### config.mk
export PLATFORM = sky130hd
export DESIGN_NAME = gfs_top
export DESIGN_NICKNAME = d
export VERILOG_FILES = /design/src/pkg/gfs_pkg.sv /design/src/hdl/gfs_top.sv
export SDC_FILE = /design/constraint.sdc
export NUM_CORES = 1
export LEC_CHECK = 0
export ABC_CLOCK_PERIOD_IN_PS = 2100
export CELL_PAD_IN_SITES_DETAIL_PLACEMENT = 1
export CELL_PAD_IN_SITES_GLOBAL_PLACEMENT = 1
export CORE_MARGIN = 3
export CORE_UTILIZATION = 50
export DETAILED_ROUTE_END_ITERATION = 6
export DONT_BUFFER_PORTS = 1
export MAX_ROUTING_LAYER = met4
export PLACE_DENSITY_LB_ADDON = 0.1
export SLEW_MARGIN = 5
export SYNTH_ARGS = -nofsm -noshare
export SYNTH_HDL_FRONTEND = slang
export SYNTH_SLANG_ARGS = --single-unit
### constraint.sdc
create_clock -name mclk_i -period 2.1 [get_ports mclk_i]
set_clock_uncertainty 0.05 [all_clocks]
set_input_delay 0.21 -clock mclk_i [delete_from_list [all_inputs] [get_ports mclk_i]]
set_output_delay 0.21 -clock mclk_i [all_outputs]
set_load 0.02 [all_outputs]
### src/pkg/gfs_pkg.sv
// constants for the pin function select and oscillator calibration block
// assumes a register port fed by the serial interface engine
package gfs_pkg;
  // ----------------------------------------
  // register map
  // ----------------------------------------
  localparam logic [7:0] ADDR_RATIO = 8'h0A;
  localparam logic [7:0] ADDR_FUNC = 8'h0B;
  localparam logic [7:0] ADDR_KEY = 8'h0D;
  localparam logic [15:0] RST_FUNC = 16'h0000;
  localparam logic [15:0] RST_KEY = 16'h0000;
  localparam logic [11:0] RST_RATIO = 12'h000;
  localparam int SEL0_LSB = 0;
  localparam int SEL1_LSB = 8;
  localparam logic [11:0] RATIO_MAX = 12'hFFF;
  localparam logic [11:0] RATIO_NOMINAL = 12'h7D0;
  // ----------------------------------------
  // unlock keys
  // ----------------------------------------
  localparam logic [15:0] KEY_ALWAYS = 16'h04AD;
  localparam logic [15:0] KEY_PIN0 = 16'h44AD;
  localparam logic [15:0] KEY_PIN1 = 16'h84AD;
  localparam logic [15:0] KEY_BOTH = 16'hC4AD;
  // ----------------------------------------
  // function codes
  // ----------------------------------------
  localparam logic [4:0] FN_LEGACY = 5'h00;
  localparam logic [4:0] FN_IRQ = 5'h01;
  localparam logic [4:0] FN_FRAME = 5'h02;
  localparam logic [4:0] FN_LED_A = 5'h05;
  localparam logic [4:0] FN_LED_B = 5'h06;
  localparam logic [4:0] FN_LED_AB = 5'h07;
  localparam logic [4:0] FN_DATA_A = 5'h0C;
  localparam logic [4:0] FN_DATA_B = 5'h0D;
  localparam logic [4:0] FN_DATA_AB = 5'h0E;
  localparam logic [4:0] FN_TOGGLE = 5'h0F;
  localparam logic [4:0] FN_LOW = 5'h10;
  localparam logic [4:0] FN_HIGH = 5'h11;
  localparam logic [4:0] FN_OSC = 5'h13;
  typedef enum logic [1:0] {CAL_IDLE, CAL_HALF1, CAL_HALF2} gfs_cal_e;
endpackage

### src/hdl/gfs_top.sv
// pin function select, slow/fast oscillator ratio and address unlock key
// assumes all event inputs other than osc32k_i are synchronous pulses or levels on mclk_i
`timescale 1ns/10ps
module gfs_top (
  input wire logic mclk_i,
  input wire logic resetn_i,
  input wire logic [7:0] reg_addr_i,
  input wire logic [15:0] reg_wdata_i,
  input wire logic reg_wr_i,
  input wire logic reg_rd_i,
  output logic [15:0] reg_rdata_o,
  input wire logic fast_osc_calibrate_enable_i,
  input wire logic osc32k_i,
  input wire logic irq_i,
  input wire logic slot_first_start_i,
  input wire logic slot_last_end_i,
  input wire logic led_pulse_a_i,
  input wire logic led_pulse_b_i,
  input wire logic data_cycle_a_i,
  input wire logic data_cycle_b_i,
  input wire logic sample_tick_i,
  input wire logic pin0_level_i,
  input wire logic pin1_level_i,
  output logic general_pin_0_o,
  output logic general_pin_1_o,
  output logic addr_change_allowed_o
);
  // ----------------------------------------
  // register file
  // ----------------------------------------
  logic [15:0] func_sel;
  logic [15:0] next_func_sel;
  logic [15:0] key;
  logic [15:0] next_key;
  logic [15:0] next_rdata;
  logic [11:0] ratio;
  logic [4:0] sel [2];

  assign sel[0] = func_sel[gfs_pkg::SEL0_LSB +: 5];
  assign sel[1] = func_sel[gfs_pkg::SEL1_LSB +: 5];

  always_comb begin
    next_func_sel = func_sel;
    next_key = key;
    next_rdata = reg_rdata_o;
    if (reg_wr_i && reg_addr_i == gfs_pkg::ADDR_FUNC) begin
      next_func_sel = 16'h0000;
      next_func_sel[gfs_pkg::SEL0_LSB +: 5] = reg_wdata_i[gfs_pkg::SEL0_LSB +: 5];
      next_func_sel[gfs_pkg::SEL1_LSB +: 5] = reg_wdata_i[gfs_pkg::SEL1_LSB +: 5];
    end
    if (reg_wr_i && reg_addr_i == gfs_pkg::ADDR_KEY) begin
      next_key = reg_wdata_i;
    end
    if (reg_rd_i) begin
      case (reg_addr_i)
        gfs_pkg::ADDR_RATIO: next_rdata = {4'h0, ratio};
        gfs_pkg::ADDR_FUNC: next_rdata = func_sel;
        gfs_pkg::ADDR_KEY: next_rdata = key;
        default: next_rdata = 16'h0000;
      endcase
    end
  end

  always_ff @(posedge mclk_i or negedge resetn_i) begin
    if (!resetn_i) begin
      func_sel <= gfs_pkg::RST_FUNC;
      key <= gfs_pkg::RST_KEY;
      reg_rdata_o <= 16'h0000;
    end else begin
      func_sel <= next_func_sel;
      key <= next_key;
      reg_rdata_o <= next_rdata;
    end
  end

  // ----------------------------------------
  // address unlock
  // ----------------------------------------
  logic next_allow;

  always_comb begin
    case (key)
      gfs_pkg::KEY_ALWAYS: next_allow = 1'b1;
      gfs_pkg::KEY_PIN0: next_allow = pin0_level_i;
      gfs_pkg::KEY_PIN1: next_allow = pin1_level_i;
      gfs_pkg::KEY_BOTH: next_allow = pin0_level_i & pin1_level_i;
      default: next_allow = 1'b0;
    endcase
  end

  always_ff @(posedge mclk_i or negedge resetn_i) begin
    if (!resetn_i) begin
      addr_change_allowed_o <= 1'b0;
    end else begin
      addr_change_allowed_o <= next_allow;
    end
  end

  // ----------------------------------------
  // oscillator ratio
  // ----------------------------------------
  // slow clock is async to mclk_i; sync_a feeds only sync_b
  logic sync_a;
  logic sync_b;
  logic sync_c;
  logic rise;
  gfs_pkg::gfs_cal_e cal_state;
  gfs_pkg::gfs_cal_e next_cal_state;
  logic [11:0] cal_cnt;
  logic [11:0] next_cal_cnt;
  logic [11:0] next_ratio;
  logic store;

  assign rise = sync_b & ~sync_c;

  always_comb begin
    next_cal_state = cal_state;
    next_cal_cnt = cal_cnt;
    next_ratio = ratio;
    store = 1'b0;
    // saturate rather than wrap when the fast clock runs well above nominal
    if (cal_cnt != gfs_pkg::RATIO_MAX) begin
      next_cal_cnt = cal_cnt + 12'h001;
    end
    case (cal_state)
      gfs_pkg::CAL_IDLE: begin
        if (fast_osc_calibrate_enable_i && rise) begin
          next_cal_state = gfs_pkg::CAL_HALF1;
          next_cal_cnt = 12'h001;
        end
      end
      gfs_pkg::CAL_HALF1: begin
        if (rise) begin
          next_cal_state = gfs_pkg::CAL_HALF2;
        end
      end
      gfs_pkg::CAL_HALF2: begin
        if (rise) begin
          store = 1'b1;
          next_ratio = cal_cnt;
          next_cal_state = gfs_pkg::CAL_HALF1;
          next_cal_cnt = 12'h001;
        end
      end
      default: next_cal_state = gfs_pkg::CAL_IDLE;
    endcase
    if (!fast_osc_calibrate_enable_i) begin
      next_cal_state = gfs_pkg::CAL_IDLE;
      store = 1'b0;
      next_ratio = ratio;
    end
  end

  always_ff @(posedge mclk_i or negedge resetn_i) begin
    if (!resetn_i) begin
      sync_a <= 1'b0;
      sync_b <= 1'b0;
      sync_c <= 1'b0;
      cal_state <= gfs_pkg::CAL_IDLE;
      cal_cnt <= 12'h000;
      ratio <= gfs_pkg::RST_RATIO;
    end else begin
      sync_a <= osc32k_i;
      sync_b <= sync_a;
      sync_c <= sync_b;
      cal_state <= next_cal_state;
      cal_cnt <= next_cal_cnt;
      ratio <= next_ratio;
    end
  end

  // ----------------------------------------
  // shared sources
  // ----------------------------------------
  logic frame;
  logic next_frame;
  logic toggle;
  logic next_toggle;

  always_comb begin
    next_frame = frame;
    if (slot_first_start_i) begin
      next_frame = 1'b1;
    end else if (slot_last_end_i) begin
      next_frame = 1'b0;
    end
    next_toggle = toggle ^ sample_tick_i;
  end

  always_ff @(posedge mclk_i or negedge resetn_i) begin
    if (!resetn_i) begin
      frame <= 1'b0;
      toggle <= 1'b0;
    end else begin
      frame <= next_frame;
      toggle <= next_toggle;
    end
  end

  // ----------------------------------------
  // per-pin output mux
  // ----------------------------------------
  logic [1:0] pin_q;
  logic [1:0] next_pin;

  assign general_pin_0_o = pin_q[0];
  assign general_pin_1_o = pin_q[1];

  for (genvar p = 0; p < 2; p++) begin : g_pin
    always_comb begin
      case (sel[p])
        gfs_pkg::FN_LEGACY: next_pin[p] = (p == 0) ? irq_i : 1'b0;
        gfs_pkg::FN_IRQ: next_pin[p] = irq_i;
        gfs_pkg::FN_FRAME: next_pin[p] = frame;
        gfs_pkg::FN_LED_A: next_pin[p] = led_pulse_a_i;
        gfs_pkg::FN_LED_B: next_pin[p] = led_pulse_b_i;
        gfs_pkg::FN_LED_AB: next_pin[p] = led_pulse_a_i | led_pulse_b_i;
        gfs_pkg::FN_DATA_A: next_pin[p] = data_cycle_a_i;
        gfs_pkg::FN_DATA_B: next_pin[p] = data_cycle_b_i;
        gfs_pkg::FN_DATA_AB: next_pin[p] = data_cycle_a_i | data_cycle_b_i;
        gfs_pkg::FN_TOGGLE: next_pin[p] = toggle;
        gfs_pkg::FN_LOW: next_pin[p] = 1'b0;
        gfs_pkg::FN_HIGH: next_pin[p] = 1'b1;
        gfs_pkg::FN_OSC: next_pin[p] = sync_b;
        // unsupported codes park low
        default: next_pin[p] = 1'b0;
      endcase
    end
  end

  // registered output, no combinational glitch on switch
  always_ff @(posedge mclk_i or negedge resetn_i) begin
    if (!resetn_i) begin
      pin_q <= 2'b00;
    end else begin
      pin_q <= next_pin;
    end
  end
endmodule

==> impl_metrics.yaml <==
clocking:
  path_clk_slew_ns: 0.08
  clock-root-buffer: "clkbuf_8"
  clk_latency_ns: 0.35
  clkSinkCount: 76
  cts_resized: 0
  cts_buffer_depth: 2
  cts_buffers: 9
  htree_levels: 3
  tritoncts: "yes"
final_layout:
  nFillCells: 706
  multi_input_area_um2: 1551
  fin_nets: 380
  utilization: 0.6109
  diodes: 0
  drive_above_1_share: 0.2151
  seq_area_um2: 1902
  area_growth_pct: 16.78
setup_path:
  end_kind: "register"
  cp.buffers_inverters: 0
  crit_slowest_cell: "or4b_1"
  start_kind: "primary input"
  cp.arrival_ns: 1.99
  crit_path_start: "reg_addr_i[5]"
  reg2reg_to: "cal_cnt[2]"
  r2r_slack_ns: 0.35
  cp_max_fo: 16
  path_cells: "or4b_1, nor3b_4, nand3_4, mux2_4"
  path_delay_family: "simple AND/OR/NAND/NOR gates"
  required_ns: 2.29
  cpPeakStageDelay_ns: 0.64
  criticalPathCategory: "in -> reg"
  reg2reg_from: "cal_cnt[0]"
  crit_cells: 4
  rr_worst_depth: 4
  cp-endpoint: "key[13]"
timing:
  hold_ws_ns: 0.1290
  setup_viol: 0
  period_minus_slack_ns: 1.794
  post-route-period-util: 0.8542
  fmax_mhz: 557.5
  relSlewSlack: 0.5132
  drv_slew: 0
  rsz0062_at_grt: "no"
  hold_viol: 0
  worst_pin_slew_ns: 0.7278
route:
  routedWlPerCell_um: 20.98
  drtPass1Iterations: 4
  via_per_inst: 6.011
  wl_met2_mm: 4.421
  highest_layer: "met4"
  vias: 2645
  wl_mm: 9.231
  ant_nets: 0
  drtIter0Drc: 166
  drt-met1-wl_mm: 4.117
  post-route-drc-count: 0
  dr_wl_met3_um: 448
power_and_ir_drop:
  p_per_area_nw_per_um2: 780.6
  ir_worst_vdd_mv: 0.4315
  p_total_uw: 3276
  leakage_uw: 0.001831
floorplan:
  core_um2: 6869
  start_util: 0.5231
  fp.dieArea_um2: 8240
  die_y_um: 90.78
  pin_count: 59
  chipWidth_um: 90.78
  num_rows: 30
logic_synthesis:
  ys_async_sr_fraction: 1.000
  netlist_area_um2: 3593
  yosysUniqueCellTypes: 51
  synthFlopType: "dfrtp_1"
  syn_nets: 349
  synth-seq-area-share: 0.5292
  yosys_warnings: 0
  synth_edf_count: 0
  ys_seq_elements: 76
  syn_avg_cell_area_um2: 11.67
  syn_inst: 308
outcome:
  status: "complete, no violations"
global_routing:
  grt_overflow: 0
  grt_pass1_vias: 2787
  antenna_found_initial: 0
  grt_pass1_wl_mm: 15.19
  grt_max_degree: 77
  track_usage: 0.2437
place:
  dp_hpwl_mm: 6.238
  gp_congestion: 0.8489
  port_buffers: 0
job:
  drv_cap: 0
hold_path:
  hold_class: "in -> reg"
flip-flops by register name, summed over array words and instances (netlist names):
name,count
key,16
reg_rdata_o,16
cal_cnt,12
ratio,12
func_sel,10
cal_state,2
pin_q,2
addr_change_allowed_o,1
frame,1
sync_a,1
sync_b,1
sync_c,1
toggle,1
metal layers:
metal / up-vias / GRT usage
met5: - / -
met4: 0 / 0.09925
met3: 19 / 0.05250
met2: 69 / 0.3731
met1: 1362 / 0.3169
li1: 1195 / -
cell usage in the layout, fill, tap and decap left out, drive strengths merged, types with 4 or more instances in the layout:
cell / Yosys / routed
inv: 22 / 22
mux2i: 4 / 4
nand2: 13 / 13
mux2: 43 / 43
dlygate4sd3: 0 / 23
dfrtp: 76 / 76
a31oi: 6 / 6
clkinv: 0 / 4
clkbuf: 10 / 9
nand3: 13 / 13
o22ai: 14 / 14
nand2b: 6 / 6
nor2b: 5 / 5
a22o: 6 / 6
nor3b: 4 / 4
a22oi: 14 / 14
buf: 3 / 10
o21ai: 12 / 12
a21oi: 7 / 7
nor2: 9 / 9
worst register-to-register path, delay by kind of cell, from the launching register on:
kind / cells / cell delay, ns
AND/OR/NAND/NOR: 2 / 0.67
AO/OA/AOI/OAI: 1 / 0.20
adder cells (fa/ha/maj): 1 / 0.28
flip-flops: 1 / 0.47
repair_timing:
action                                 CTS  global route
endpoints found under the hold margin  123             0
hold buffers                            24             0
buffers inserted                         0             0
cell type report:
type	instances	share of cell area
Clock inverter	7	0.02177
Clock buffer	9	0.02952
Tap cell	96	0.02862
Multi-Input combinational cell	197	0.3697
Inverter	22	0.01968
Sequential cell	76	0.4532
Timing Repair Buffer	33	0.07752
synth_stat cells (2+ instances only):
cell      instances  area (µm²)
a21o_1            2       15.01
a31oi_1           6       37.54
a22o_1            6       52.55
and3_1            2       12.51
nand2b_1          6       37.54
and4_1            2       17.52
a22oi_1          14       105.1
o21ai_0          11       55.05
nand3_1          11       55.05
o22ai_1          14       87.58
nand3b_1          2       15.01
a21boi_0          3       22.52
a21oi_1           7       35.03
mux2_4           10       150.1
nor3b_1           3       22.52
mux2_2           33       371.6
inv_1            22       82.58
nor3_1            2       10.01
nand4_1           2       12.51
and3b_1           2       17.52
a311oi_1          2       17.52
xnor2_1           3       26.28
mux2i_1           4       40.04
clkbuf_1         10       37.54
o21a_1            3       22.52
nor2b_1           5       31.28
nor4b_1           2       17.52
nor2_1            9       33.78
dfrtp_1          76        1902
nand2_1          13       48.80
kinds of logic (layout without fill, tap and decap cells):
group                      Yosys count  count (layout)  synth area share
adders and majority gates            1               1          0.003481
buffers and inverters               35              71           0.03900
DFF                                 76              76            0.5292
and+or+nand+nor                     71              71            0.1233
AOI/OAI and AO/OA                   74              74            0.1389
muxes                               47              47            0.1563
xor gates and xnor gates             4               4          0.009751
worst min path at each step:
stage,startpoint,to,depth (start not counted)
2_1_floorplan,resetn_i,addr_change_allowed_o,0
3_3_place_gp,resetn_i,cal_cnt[10],0
3_5_place_dp,resetn_i,cal_cnt[10],0
4_1_cts,fast_osc_calibrate_enable_i,cal_cnt[0],2
5_1_grt,pin1_level_i,addr_change_allowed_o,4
6_report,fast_osc_calibrate_enable_i,cal_cnt[0],2
stage by stage:
stage	setup TNS [ns]	worst slack [ns]	cells	instance area, µm²
2_1_floorplan	0	0.09921	308	3593
3_3_place_gp	0	0.04017	400	3724
3_5_place_dp	-0.03424	-0.006623	400	3724
4_1_cts	0	0.3558	440	4197
5_1_grt	0	0.2068	440	4197
6_report	0	0.3061	440	4197
power breakdown:
part	internal, µW	total (µW)	switching [µW]	leakage, µW
sequential	1570	1720	149	0.00103
clock	665	1220	557	0.000109
combinational	179	333	155	0.000692
No activity file was read; power rests on OpenSTA's default activity.
